===== src/hw/dtmc_pkg.sv =====
// Package: register map, field layout and reset values of the dual timer
package dtmc_pkg;
	// Printed register indices; byte address is four times the index
	localparam logic [7:0] IDX_CTRL    = 8'h88;
	localparam logic [7:0] IDX_MODE    = 8'h89;
	localparam logic [7:0] IDX_T0_LOW  = 8'h8a;
	localparam logic [7:0] IDX_T1_LOW  = 8'h8b;
	localparam logic [7:0] IDX_T0_HIGH = 8'h8c;
	localparam logic [7:0] IDX_T1_HIGH = 8'h8d;
	localparam logic [7:0] IDX_PRESC   = 8'h8e;
	localparam logic [7:0] IDX_IRQCFG  = 8'h8f;
	localparam logic [7:0] IDX_STAT    = 8'h90;
	localparam logic [7:0] IDX_EN      = 8'h91;
	localparam logic [7:0] IDX_CLR     = 8'h92;
	localparam int         ADDR_W      = 12;

	// Control register bit positions
	localparam int CTRL_RUN0  = 0;
	localparam int CTRL_RUN1  = 1;
	localparam int CTRL_FLAG0 = 4;
	localparam int CTRL_FLAG1 = 5;

	// Prescale choice and polarity bit positions (timer 0 / timer 1)
	localparam int SEL_T0 = 0;
	localparam int SEL_T1 = 1;

	// Reset values
	localparam logic [7:0] RST_BYTE = 8'h00;
	localparam logic [1:0] RST_BITS = 2'h0;

	// Default prescaler division
	localparam int PRESCALE_DIV = 12;

	// Mode field encodings
	localparam logic [1:0] MODE_13BIT  = 2'h0;
	localparam logic [1:0] MODE_16BIT  = 2'h1;
	localparam logic [1:0] MODE_RELOAD = 2'h2;
	localparam logic [1:0] MODE_SPLIT  = 2'h3;

	// Layout of the mode select register
	typedef struct packed {
		logic       timer1_gate;
		logic       timer1_count_select;
		logic [1:0] timer1_mode_field;
		logic       timer0_gate;
		logic       timer0_count_select;
		logic [1:0] timer0_mode_field;
	} dtmc_mode_t;

	// One timer's count pair
	typedef struct packed {
		logic [7:0] high;
		logic [7:0] low;
	} dtmc_count_t;
endpackage : dtmc_pkg


===== src/hw/dtmc_top.sv =====
// Dual counter/timer with mode control, gating and split mode, APB slave
//
// Overview of operation
// - Timer 0 mode 3 splits into two 8-bit counters
// - Low byte uses timer 0 run, select, gate, flag
// - Low byte counts clock or external pin
// - High byte counts only system or prescaled clock
// - High byte runs on timer1_run, sets timer 1 flag
// - Split: timer 1 no pin clocking, no flag
// - Split: timer 1 overflow pulse still output
// - Split: timer 1 runs unless mode 3 or its gate is closed
// - Timer 1 modes: 13, 16, reload, inactive
// - Timer 0 modes: 13, 16, reload, split
// - Timer 1 gate needs ext_irq1 at polarity
// - Timer 0 gate needs ext_irq0 at polarity
// - Timer 1 counts prescale clock or pin falls
// - Timer 0 counts prescale clock or pin falls
// - Timer 0 low byte readable, writable, resets zero
//
// Implementation choice: register access over APB.
`timescale 1ns/100ps
module dtmc_top #(
	parameter int PRESCALE_DIV = dtmc_pkg::PRESCALE_DIV
) (
	// Clock, reset and enable
	input  wire logic                      clk,
	input  wire logic                      rst_n,
	input  wire logic                      ce,
	// APB slave
	input  wire logic                      psel,
	input  wire logic                      penable,
	input  wire logic                      pwrite,
	input  wire logic [dtmc_pkg::ADDR_W-1:0] paddr,
	input  wire logic [31:0]               pwdata,
	output logic      [31:0]               prdata,
	output logic                           pready,
	output logic                           pslverr,
	// External pins
	input  wire logic                      timer0_ext_count_pin,
	input  wire logic                      timer1_ext_count_pin,
	input  wire logic                      ext_irq0_line,
	input  wire logic                      ext_irq1_line,
	// Event outputs
	output logic                           timer1_overflow_pulse,
	output logic                           irq
);
	// Register map, one byte in bits 7:0 of each word:
	//   Control: run bits 1:0, overflow flags 5:4
	//   Mode select: gate, count select, mode per timer
	//   Count bytes: low and high byte of each timer
	//   Prescale choice: 1 system clock, 0 prescaled tick
	//   Gate polarity: line must equal this bit to pass
	//   Status: sticky flag-set events, cleared by write-one to the clear register
	//   Enable: mask for the level interrupt
	// Anything else answers with pslverr and ignores writes
	// Register state
	dtmc_pkg::dtmc_mode_t  mode_r;          // Mode select register
	dtmc_pkg::dtmc_count_t t0_r;            // Timer 0 count
	dtmc_pkg::dtmc_count_t t1_r;            // Timer 1 count
	logic                  run0_r;          // timer0_run
	logic                  run1_r;          // timer1_run
	logic                  flag0_r;         // timer0_overflow_flag
	logic                  flag1_r;         // timer1_overflow_flag
	logic [1:0]            presc_sel_r;     // Prescale choices
	logic [1:0]            pol_r;           // ext_irq polarities
	logic [1:0]            stat_r;          // Sticky interrupt status
	logic [1:0]            en_r;            // Interrupt enables
	logic [1:0]            pin_prev_r;      // Previous pin levels
	logic [7:0]            pre_cnt_r;       // Prescaler counter
	logic                  ovf1_pulse_r;    // Registered timer 1 overflow

	// Local carrier for one step: overflow plus both bytes
	// Count step result: overflow, high, low
	typedef struct packed {
		logic       ovf;
		logic [7:0] high;
		logic [7:0] low;
	} dtmc_step_t;

	// Split mode is handled beside this function because its
	// two bytes tick on different enables; keeping the paths
	// apart keeps each of them simple.
	// One count step for modes 0..2; mode 3 holds the count
	function automatic dtmc_step_t dtmc_step(
		input logic [1:0]            mode,
		input dtmc_pkg::dtmc_count_t cur,
		input logic                  tick
	);
		dtmc_step_t r;
		logic [13:0] s13;
		logic [16:0] s16;
		logic [8:0]  s8;
		r   = '{ovf: 1'b0, high: cur.high, low: cur.low};
		s13 = {1'b0, cur.high, cur.low[4:0]} + 14'h0001;
		s16 = {1'b0, cur.high, cur.low} + 17'h00001;
		s8  = {1'b0, cur.low} + 9'h001;
		// No tick: count stays as it is, overflow stays low
		if (tick) begin
			case (mode)
				dtmc_pkg::MODE_13BIT: begin
					// Upper three low bits are left alone
					r.high = s13[12:5];
					r.low  = {cur.low[7:5], s13[4:0]};
					r.ovf  = s13[13];
				end
				dtmc_pkg::MODE_16BIT: begin
					r.high = s16[15:8];
					r.low  = s16[7:0];
					r.ovf  = s16[16];
				end
				dtmc_pkg::MODE_RELOAD: begin
					// Reload low byte from high byte
					r.low = s8[8] ? cur.high : s8[7:0];
					r.ovf = s8[8];
				end
				default: begin
					r.ovf = 1'b0;
				end
			endcase
		end
		return r;
	endfunction : dtmc_step

	// The access phase is answered with no wait state; ce low
	// holds pready low so a frozen block cannot lose a write.
	// Only byte lane 7:0 carries data.
	// Bus decode
	wire [9:0] word_idx   = paddr[dtmc_pkg::ADDR_W-1:2];
	wire       acc        = psel & penable & ce;
	wire       wr         = acc & pwrite;
	wire       hit_ctrl   = word_idx == {2'h0, dtmc_pkg::IDX_CTRL};
	wire       hit_mode   = word_idx == {2'h0, dtmc_pkg::IDX_MODE};
	wire       hit_t0l    = word_idx == {2'h0, dtmc_pkg::IDX_T0_LOW};
	wire       hit_t1l    = word_idx == {2'h0, dtmc_pkg::IDX_T1_LOW};
	wire       hit_t0h    = word_idx == {2'h0, dtmc_pkg::IDX_T0_HIGH};
	wire       hit_t1h    = word_idx == {2'h0, dtmc_pkg::IDX_T1_HIGH};
	wire       hit_presc  = word_idx == {2'h0, dtmc_pkg::IDX_PRESC};
	wire       hit_irqcfg = word_idx == {2'h0, dtmc_pkg::IDX_IRQCFG};
	wire       hit_stat   = word_idx == {2'h0, dtmc_pkg::IDX_STAT};
	wire       hit_en     = word_idx == {2'h0, dtmc_pkg::IDX_EN};
	wire       hit_clr    = word_idx == {2'h0, dtmc_pkg::IDX_CLR};
	wire       hit_any    = hit_ctrl | hit_mode | hit_t0l | hit_t1l
	                      | hit_t0h | hit_t1h | hit_presc | hit_irqcfg
	                      | hit_stat | hit_en | hit_clr;
	wire [7:0] wb         = pwdata[7:0];

	// Error answer ignores ce; it follows the access phase and address only
	// Always ready while enabled; a frozen block stalls the bus
	assign pready  = ce;
	assign pslverr = psel & penable & ~hit_any;

	// Read data is combinational from registers, so it stands
	// as long as the address does; no read has side effects.
	// Read mux; the clear register reads as zero
	wire [7:0] ctrl_rd = {2'h0, flag1_r, flag0_r, 2'h0, run1_r, run0_r};
	assign prdata = {24'h0,
		hit_ctrl   ? ctrl_rd :
		hit_mode   ? mode_r :
		hit_t0l    ? t0_r.low :
		hit_t1l    ? t1_r.low :
		hit_t0h    ? t0_r.high :
		hit_t1h    ? t1_r.high :
		hit_presc  ? {6'h0, presc_sel_r} :
		hit_irqcfg ? {6'h0, pol_r} :
		hit_stat   ? {6'h0, stat_r} :
		hit_en     ? {6'h0, en_r} : 8'h00};

	// The prescaler runs free and is shared by both timers and
	// the split high byte, so their prescaled ticks line up.
	// A new prescale choice takes effect in the next cycle.
	// Prescaled clock tick
	wire pre_tick = pre_cnt_r == 8'(PRESCALE_DIV - 1);
	// Timebase: 1 selects system clock, 0 the prescaled clock
	wire base0 = presc_sel_r[dtmc_pkg::SEL_T0] | pre_tick;
	wire base1 = presc_sel_r[dtmc_pkg::SEL_T1] | pre_tick;

	// Pins are taken as synchronous; an edge is a high sample
	// followed by a low one. History resets low, so an idle
	// high pin gives no false edge after reset.
	// Falling edges of external count pins
	wire fall0 = pin_prev_r[0] & ~timer0_ext_count_pin;
	wire fall1 = pin_prev_r[1] & ~timer1_ext_count_pin;

	// Gate off: the run bit alone decides. Gate on: the line
	// must also match its polarity bit in every cycle.
	// Gating by external interrupt lines at configured polarity
	wire gate_ok0 = ~mode_r.timer0_gate
	              | (ext_irq0_line == pol_r[dtmc_pkg::SEL_T0]);
	wire gate_ok1 = ~mode_r.timer1_gate
	              | (ext_irq1_line == pol_r[dtmc_pkg::SEL_T1]);

	// Split follows the mode field at once; no handshake is
	// needed because all state shares one clock.
	// Split mode of timer 0
	wire split = mode_r.timer0_mode_field == dtmc_pkg::MODE_SPLIT;

	// In split mode the same tick drives the low byte alone
	// Timer 0 (or its low byte in split) run and tick
	wire src0  = mode_r.timer0_count_select ? fall0 : base0;
	wire tick0 = run0_r & gate_ok0 & src0;

	// The high byte ignores gate and count select: timer only
	// Split high byte: timer only, enabled by timer1_run
	wire tick0h = split & run1_r & base0;

	// While timer 0 is split, timer 1 loses its run bit to the
	// high byte, so only mode 3 or its gate stops it; its pin input and its
	// flag are cut off but the overflow pulse stays alive.
	// Timer 1: run bit taken over in split, mode 3 stops it
	wire t1_go   = split ? 1'b1 : run1_r;
	wire src1    = (mode_r.timer1_count_select & ~split)
	               ? fall1 : base1;
	wire tick1   = t1_go & gate_ok1 & src1
	             & (mode_r.timer1_mode_field != dtmc_pkg::MODE_SPLIT);

	// Both timers share the same step logic; only the tick and
	// the mode field differ.
	// Step results
	dtmc_step_t s0;
	dtmc_step_t s1;
	assign s0 = dtmc_step(mode_r.timer0_mode_field, t0_r, tick0);
	assign s1 = dtmc_step(mode_r.timer1_mode_field, t1_r, tick1);

	// In split mode the step result is ignored for timer 0;
	// each byte wraps on its own and only the low byte may
	// raise timer 0's flag.
	// Split counters: each byte an independent 8-bit counter
	wire [8:0] sl = {1'b0, t0_r.low}  + 9'h001;
	wire [8:0] sh = {1'b0, t0_r.high} + 9'h001;
	wire       ovf_lo = split & tick0 & sl[8];
	wire       ovf_hi = tick0h & sh[8];

	// Timer 1's own overflow is dropped in split; the high
	// byte's overflow takes its flag instead.
	// Flag set events
	wire set0 = split ? ovf_lo : s0.ovf;
	wire set1 = split ? ovf_hi : s1.ovf;

	// Split mode bypasses the step result for both bytes of
	// timer 0 and uses the two 8-bit incrementers instead.
	// Next count values, bus writes win over counting
	wire [7:0] t0l_cnt = split ? (tick0 ? sl[7:0] : t0_r.low) : s0.low;
	wire [7:0] t0h_cnt = split ? (tick0h ? sh[7:0] : t0_r.high) : s0.high;
	dtmc_pkg::dtmc_count_t t0_nxt;
	dtmc_pkg::dtmc_count_t t1_nxt;
	assign t0_nxt.low  = (wr & hit_t0l) ? wb : t0l_cnt;
	assign t0_nxt.high = (wr & hit_t0h) ? wb : t0h_cnt;
	assign t1_nxt.low  = (wr & hit_t1l) ? wb : s1.low;
	assign t1_nxt.high = (wr & hit_t1h) ? wb : s1.high;

	// A flag written to 1 by software is set as well; a write
	// of 0 clears it unless hardware sets it in the same cycle,
	// so no overflow is ever lost to a racing clear.
	// Flags: hardware set wins over a software clear
	wire wr_ctrl   = wr & hit_ctrl;
	wire flag0_nxt = set0 | (wr_ctrl ? wb[dtmc_pkg::CTRL_FLAG0] : flag0_r);
	wire flag1_nxt = set1 | (wr_ctrl ? wb[dtmc_pkg::CTRL_FLAG1] : flag1_r);

	// Interrupt status: sticky, set wins over clear
	wire [1:0] clr_mask = (wr & hit_clr) ? wb[1:0] : 2'h0;
	wire [1:0] stat_nxt = {set1, set0} | (stat_r & ~clr_mask);

	// Status bits are independent of the flags: clearing a flag
	// in the control register leaves the status bit standing.
	// Level interrupt while any enabled status bit is set
	assign irq = |(stat_r & en_r);

	// Overflow pulse of timer 1 for serial rate and conversion use
	assign timer1_overflow_pulse = ovf1_pulse_r;

	// Counting and bus writes share one register; writes win
	// so software can preload a running timer.
	// Counters and count registers
	always_ff @(posedge clk) begin
		if (!rst_n) begin
			t0_r <= {dtmc_pkg::RST_BYTE, dtmc_pkg::RST_BYTE};
			t1_r <= {dtmc_pkg::RST_BYTE, dtmc_pkg::RST_BYTE};
		end else if (ce) begin
			t0_r <= t0_nxt;
			t1_r <= t1_nxt;
		end
	end

	// Run bits change only on a control write; flags follow
	// their next-value logic in every enabled cycle.
	// Control bits and flags
	always_ff @(posedge clk) begin
		if (!rst_n) begin
			run0_r  <= 1'b0;
			run1_r  <= 1'b0;
			flag0_r <= 1'b0;
			flag1_r <= 1'b0;
		end else if (ce) begin
			if (wr_ctrl) begin
				run0_r <= wb[dtmc_pkg::CTRL_RUN0];
				run1_r <= wb[dtmc_pkg::CTRL_RUN1];
			end
			flag0_r <= flag0_nxt;
			flag1_r <= flag1_nxt;
		end
	end

	// Mode changes take effect at the next count step; a split
	// entered mid-count keeps both bytes as they stand.
	// Configuration registers
	always_ff @(posedge clk) begin
		if (!rst_n) begin
			mode_r      <= dtmc_pkg::RST_BYTE;
			presc_sel_r <= dtmc_pkg::RST_BITS;
			pol_r       <= dtmc_pkg::RST_BITS;
			en_r        <= dtmc_pkg::RST_BITS;
		end else if (ce && wr) begin
			if (hit_mode) begin
				mode_r <= wb;
			end
			if (hit_presc) begin
				presc_sel_r <= wb[1:0];
			end
			if (hit_irqcfg) begin
				pol_r <= wb[1:0];
			end
			if (hit_en) begin
				en_r <= wb[1:0];
			end
		end
	end

	// The pulse is registered so it is clean for serial rate
	// and conversion users; it lags the overflow by one cycle.
	// Interrupt status, prescaler, pin history and overflow pulse
	always_ff @(posedge clk) begin
		if (!rst_n) begin
			stat_r       <= dtmc_pkg::RST_BITS;
			pre_cnt_r    <= dtmc_pkg::RST_BYTE;
			pin_prev_r   <= dtmc_pkg::RST_BITS;
			ovf1_pulse_r <= 1'b0;
		end else if (ce) begin
			stat_r       <= stat_nxt;
			pre_cnt_r    <= pre_tick ? 8'h00 : pre_cnt_r + 8'h01;
			pin_prev_r   <= {timer1_ext_count_pin, timer0_ext_count_pin};
			ovf1_pulse_r <= s1.ovf;
		end
	end
endmodule : dtmc_top


===== config.mk =====
export PLATFORM = sky130hd
export DESIGN_NAME = dtmc_top
export DESIGN_NICKNAME = d
export VERILOG_FILES = /design/src/hw/dtmc_pkg.sv /design/src/hw/dtmc_top.sv
export SDC_FILE = /design/constraint.sdc
export NUM_CORES = 1
export LEC_CHECK = 0
export ABC_AREA = 1
export BUFFER_PORTS_ARGS = -buffer_cell sky130_fd_sc_hd__buf_2
export CAP_MARGIN = 20
export CORE_ASPECT_RATIO = 1.75
export CORE_MARGIN = 5
export CORE_UTILIZATION = 60
export DETAILED_ROUTE_END_ITERATION = 8
export HOLD_SLACK_MARGIN = 0.02
export PLACE_DENSITY = 0.86
export SLEW_MARGIN = 5
export SYNTH_ARGS = -nofsm -noshare
export SYNTH_HDL_FRONTEND = slang
export SYNTH_SLANG_ARGS = --single-unit

===== constraint.sdc =====
create_clock -name clk -period 4.65 [get_ports clk]
set_input_delay 0.2325 -clock clk [delete_from_list [all_inputs] [get_ports clk]]
set_output_delay 0.2325 -clock clk [all_outputs]
set_load 0.02 [all_outputs]

* After elaboration in Yosys (flattened, before gate mapping)
Index checks and enable logic that the tools add are counted.
** Word-level totals
- Bits in registers :: 63
- Bits of input ports :: 54
- Output and inout port bits :: 36
- Logic and storage cells :: 165
** Operators by class
- Add/sub/neg operators :: 8
- Equality and inequality tests :: 23
- Mux-type cells :: 37
- Bitwise gates (word level) :: 49
- Reduce and logical (&&, ||, !) cells :: 25
** Operator list (number)
- $mux 8 :: 17
- $eq 10x8->1 const B :: 11
- $pmux 8 s3 :: 2
- $add 16x1->17 const B :: 2
- $mux 17 :: 2
- $pmux 8 s2 :: 2
- $add 13x1->14 const B :: 2
- $add 8x1->9 const B :: 3
- $and 1x1->1 :: 23
- $or 1x1->1 :: 16
- $reduce_and 4->1 :: 3
- $reduce_bool 4->1 :: 3
- $mux 2 :: 5
- $reduce_and 2->1 :: 5
- $reduce_and 3->1 :: 3
- $reduce_bool 3->1 :: 3
- $add 8x1->8 const B :: 1
- $eq 8x4->1 const B :: 1
- $mux 1 :: 7
- $eq 2x2->1 const B :: 3
- $not 1->1 :: 6
- $pmux 1 s3 :: 2
- $reduce_bool 2->1 :: 3
- $reduce_bool 5->1 :: 1
- 11 further kinds :: 16

* Logic depth before layout (Yosys ltp)
- Word-level depth :: 13
- Gate-level depth with buffers :: 15
- Gate-level depth less buffers :: 14

* Worst setup path after synthesis
Ideal clock, no wire load.
- Kind :: input-to-output
- From :: input paddr[11] (netlist bit)
- To :: output prdata[5]
- Arrival :: 1.541 ns
- Required time :: 4.418 ns
- Setup slack :: 2.877 ns
- Stages :: 8
- Path buffers :: 1
- Cells stage by stage :: nor2_2 clkbuf_8 nand3_4 inv_1 nand2_1 o21ai_0 a31oi_1 a221oi_1
** On the way
- Longest elaborated chain between the ends :: 7
- Elaborated cells between the ends (all ways) :: 12
- Those cells by class :: eq/ne: 6; mux: 6
** RTL lines
- start: declaration :: RTL line dtmc_top.sv:33 : input wire logic [dtmc_pkg::ADDR_W-1:0] paddr,
- $eq 10x8->1 :: RTL line dtmc_top.sv:136 : wire hit_t1h = word_idx == {2'h0, dtmc_pkg::IDX_T1_HIGH};
- $mux 8 :: RTL line dtmc_top.sv:162 : hit_t1h ? t1_r.high :
- $mux 8 :: RTL line dtmc_top.sv:161 : hit_t0h ? t0_r.high :
- $mux 8 :: RTL line dtmc_top.sv:160 : hit_t1l ? t1_r.low :
- $mux 8 :: RTL line dtmc_top.sv:159 : hit_t0l ? t0_r.low :
- $mux 8 :: RTL line dtmc_top.sv:158 : hit_mode ? mode_r :
- $mux 8 * :: RTL line dtmc_top.sv:157 : hit_ctrl ? ctrl_rd :
- end: declaration :: RTL line dtmc_top.sv:35 : output logic [31:0] prdata,
Mark *: on every way between the ends. The rest lies on a longest branch, timed or not.

* Worst setup path in the final report
- From :: input paddr[11] (netlist bit)
- To :: output prdata[1]
** On the way
- Longest elaborated chain between the ends :: 11
- Elaborated cells between the ends (all ways) :: 20
- Those cells by class :: eq/ne: 10; mux: 10
** RTL lines
- $eq 10x8->1 :: RTL line dtmc_top.sv:140 : wire hit_en = word_idx == {2'h0, dtmc_pkg::IDX_EN};
- $mux 2 :: RTL line dtmc_top.sv:166 : hit_en ? {6'h0, en_r} : 8'h00};
- $mux 2 :: RTL line dtmc_top.sv:165 : hit_stat ? {6'h0, stat_r} :
- $mux 2 :: RTL line dtmc_top.sv:164 : hit_irqcfg ? {6'h0, pol_r} :
- $mux 2 :: RTL line dtmc_top.sv:163 : hit_presc ? {6'h0, presc_sel_r} :
- $mux 8 :: RTL line dtmc_top.sv:162
- $mux 8 :: RTL line dtmc_top.sv:161
- $mux 8 :: RTL line dtmc_top.sv:160
- $mux 8 :: RTL line dtmc_top.sv:159
- $mux 8 :: RTL line dtmc_top.sv:158
- $mux 8 * :: RTL line dtmc_top.sv:157
Marks and branches as above.

==> flow_metrics.env <==
export IMPL_status="finished clean"
export IMPL_hpwl_mm=14.2
export IMPL_fmax_ghz=0.406
export IMPL_max_clock_path_buffers=2
export IMPL_leakagePower_nw=2.70
export IMPL_yosys_area_top_type="sky130_fd_sc_hd__dfxtp_1"
export IMPL_synth_seq_area_share_pct=22.3
export IMPL_power_ir_vdd_worst_mv=0.206
export IMPL_port_buffers=39
export IMPL_antenna_cells=0
export IMPL_inserted_clock_buffers=9
export IMPL_die_area_mm2=0.0116
export IMPL_cp_cell_sequence="buf_2, nor2_2, inv_1, nor2_4, nand2_8, nor2_8, inv_1, o21ai_0, a21oi_1, nand2_1, nand2_1, a21oi_1, buf_2"
export IMPL_min_period_ns=2.46
export IMPL_worst_setup_ep_type="primary output"
export IMPL_synth_area_per_cell_um2=6.09
export IMPL_sum_of_buffers_and_inverters_on_the_critical_path=4
export IMPL_vias_per_cell=5.82
export IMPL_worstMarginPinSlew_ns=0.940
export IMPL_drive_above_1_share_pct=12.8
export IMPL_setup_violations=0
export IMPL_m1WireLength_mm=6.42
export IMPL_area_share_of_the_leading_cell_type_in_the_synthesized_netlist_pct=22.3
export IMPL_path_depth=13
export IMPL_placementRows=47
export IMPL_timing_final_crit_share_pct=52.9
export IMPL_fp_coreArea_mm2=0.00935
export IMPL_timing_critical_path_max_delay_family="simple AND/OR/NAND/NOR gates"
export IMPL_ys_async_sr_fraction_pct=0
export IMPL_crit_path_max_incr_delay_ns=0.44
export IMPL_hp_class="in2reg"
export IMPL_synth_cell_types=53
export IMPL_gr_usage_all_layers_pct=31.2
export IMPL_initial_antenna_violation_count=0
export IMPL_cts_root_buf="sky130_fd_sc_hd__clkbuf_16"
export IMPL_criticalPathCategory="in2out"
export IMPL_r2r_worst_path_cells=11
export IMPL_floorplan_die_height_um=139
export IMPL_power_share_of_the_combinational_group_pct=7.8
export IMPL_worst_reg2reg_path_startpoint="pre_cnt_r[0]"
export IMPL_power_share_clock_pct=50.0
export IMPL_synthFlopType="sky130_fd_sc_hd__dfxtp_1"
export IMPL_topRoutingLayerUsed="met4"
export IMPL_totalWireLength_mm=18.6
export IMPL_grt_start_max_net_pins=39
export IMPL_tritoncts="built"
export IMPL_clkLatencyLatePin_ns=0.34
export IMPL_worst_ep_arrival_time_ns=2.23
export IMPL_final_max_slew_violation_count=0
export IMPL_clock_sinks=63
export IMPL_seq_power_share_pct=42.2
export IMPL_power_per_cell_area_mw_per_mm2=212
export IMPL_yosys_top_cells_area="sky130_fd_sc_hd__dfxtp_1 (22%), sky130_fd_sc_hd__nand2_1 (15%), sky130_fd_sc_hd__a21oi_1 (7.6%)"
export IMPL_detail_route_iter0_violations=466
export IMPL_first_pass_iters=6
export IMPL_cap_violations=0
export IMPL_ctsHtreeMaxLevel=3
export IMPL_cts_repair_resized=0
export IMPL_switching_share_pct=28.0
export IMPL_clk_pin_slew_ns=0.06
export IMPL_switching_power_w=0.000362
export IMPL_final_nets=1026
export IMPL_met2_wirelength_mm=9.12
export IMPL_wl_met3_mm=1.46
export IMPL_initial_utilization_pct=60.6
export IMPL_drc=0
export IMPL_place_congestion=1.02
export IMPL_first_global_vias=5904
export IMPL_cts_repair_timing_setup_buffer_count=0
export IMPL_ys_seq_elements=63
export IMPL_rsz0062_at_grt="false"
export IMPL_routedWlPerCell_um=17.1
export IMPL_cp_max_fo=11
export IMPL_timing_final_hold_violations=0
export IMPL_synth_enable_flop_cells=0
export IMPL_wire_length_of_the_first_global_routing_pass_mm=28.9
export IMPL_fin_worst_skew_ns=0.00669
export IMPL_post_synth_top_count_cell="sky130_fd_sc_hd__nand2_1"
export IMPL_cp_slowest_cell="sky130_fd_sc_hd__nor2_2"
export IMPL_num_io_pins=90
export IMPL_maxSlewHeadroom_pct=37.3
export IMPL_final_core_utilization_pct=65.1
export IMPL_fill_cells=934
export IMPL_ctsHoldBuffers=0
export IMPL_cellInternalPower_w=0.000931
export IMPL_postSynthCellCount=930
export IMPL_vias=6318
export IMPL_layout_area_overhead_vs_synth_pct=7.49
export IMPL_cp_endpoint="prdata[1]"
export IMPL_synthTopCellsByCount="sky130_fd_sc_hd__nand2_1 (224), sky130_fd_sc_hd__inv_1 (107), sky130_fd_sc_hd__nor2_1 (91), sky130_fd_sc_hd__a21oi_1 (86), sky130_fd_sc_hd__nand3_1 (67)"
export IMPL_worstReg2RegEnd="t0_r[9]"
export IMPL_dieWidth_um=83.5
export IMPL_critPathLaunch="paddr[11]"
export IMPL_grt_overflow_total=0
export IMPL_worst_reg_to_reg_setup_slack_ns=2.30
export IMPL_setup_tns_ns=0
export IMPL_post_synth_instance_area_mm2=0.00567
export IMPL_ant_nets=0
export IMPL_startpoint_type="input pin"
export IMPL_required_time_worst_endpoint_ns=4.42
export IMPL_synthesis_yosys_warnings=0
[worst min-delay path, stage by stage]
cell and delay [ns]:
sky130_fd_sc_hd__buf_2 0.09, sky130_fd_sc_hd__o21ai_0 0.07, sky130_fd_sc_hd__a21oi_1 0.11
[final cells by class]
type                       count  area [um2]  share of cell area [%]
clock inverter                 7        52.6                   0.863
clock buffer                   9         225                    3.70
tap                          122         153                    2.51
timing repair buffer          40         203                    3.33
inverter                     122         472                    7.74
sequential                    63        1260                    20.7
multi-input combinational    723        3720                    61.2
[power by group through the flow]
stage / clock network, W / registers (W) / logic (W)
global route: 0.000674 / 0.000546 / 0.000107
CTS: 0.000645 / 0.000546 / 0.0000993
floorplan: 0 / 0.000558 / 0.0000785
detailed placement: 0 / 0.000558 / 0.0000990
global placement: 0 / 0.000557 / 0.0000989
finish: 0.000646 / 0.000546 / 0.000102
[kinds of logic after synthesis]
family | Yosys count | synth area share, %
AO/OA/AOI/OAI | 192 | 18.7
buffers and inverters | 167 | 13.5
adder cells (fa/ha/maj) | 13 | 2.87
other | 1 | 0.0662
AND/OR/NAND/NOR | 478 | 40.1
XOR/XNOR | 16 | 2.47
flip-flops | 63 | 22.3
[through the flow]
stage          total power (W)  std cells  instance area [um2]  hold slack (ns)  worst slack [ns]
6_report               0.00129       1086                 6090            0.196              2.19
3_3_place_gp          0.000656       1070                 5810            0.438              2.22
3_5_place_dp          0.000657       1070                 5810            0.453              2.16
2_1_floorplan         0.000636        953                 5750            0.367              2.88
4_1_cts                0.00129       1086                 6090            0.198              2.21
5_1_grt                0.00133       1086                 6090            0.236              2.02
[how the worst min path moves through the flow]
stage	slack [ns]	from	depth (start not counted)	end
detailed placement	0.45	pin_prev_r[1]	2	pin_prev_r[1]
finish	0.20	timer1_ext_count_pin	3	pin_prev_r[1]
global placement	0.44	pin_prev_r[0]	2	pin_prev_r[0]
floorplan	0.37	pwdata[7]	2	mode_r[7]
global route	0.24	timer0_ext_count_pin	3	pin_prev_r[0]
CTS	0.20	timer1_ext_count_pin	3	pin_prev_r[1]
[cell usage in the layout (no fill, tap or decap), types with 11 or more instances in the layout]
cell                      count
sky130_fd_sc_hd__ha_1        13
sky130_fd_sc_hd__dfxtp_1     63
sky130_fd_sc_hd__buf_2       39
sky130_fd_sc_hd__o21ai_0     58
sky130_fd_sc_hd__nand2_1    224
sky130_fd_sc_hd__nand2_2     11
sky130_fd_sc_hd__inv_1      107
sky130_fd_sc_hd__xor2_1      13
sky130_fd_sc_hd__inv_2       11
sky130_fd_sc_hd__nor2_1      91
sky130_fd_sc_hd__nand3_1     67
sky130_fd_sc_hd__conb_1      24
sky130_fd_sc_hd__o21ai_1     13
sky130_fd_sc_hd__nor3_1      30
sky130_fd_sc_hd__a21oi_1     86
[layer usage]
layer / vias up / track usage [%]
met5: - / 0
met4: 0 / 23.5
met3: 110 / 4.76
met2: 332 / 55.4
met1: 2821 / 32.6
li1: 3055 / -
[flip-flops by register name (all words and copies together) (netlist names)]
register / cells
en_r: 2
flag0_r: 1
flag1_r: 1
mode_r: 8
pin_prev_r: 2
pol_r: 2
pre_cnt_r: 8
presc_sel_r: 2
run0_r: 1
run1_r: 1
stat_r: 2
t0_r: 16
t1_r: 16
timer1_overflow_pulse: 1
(Power assumes the default switching activity.)
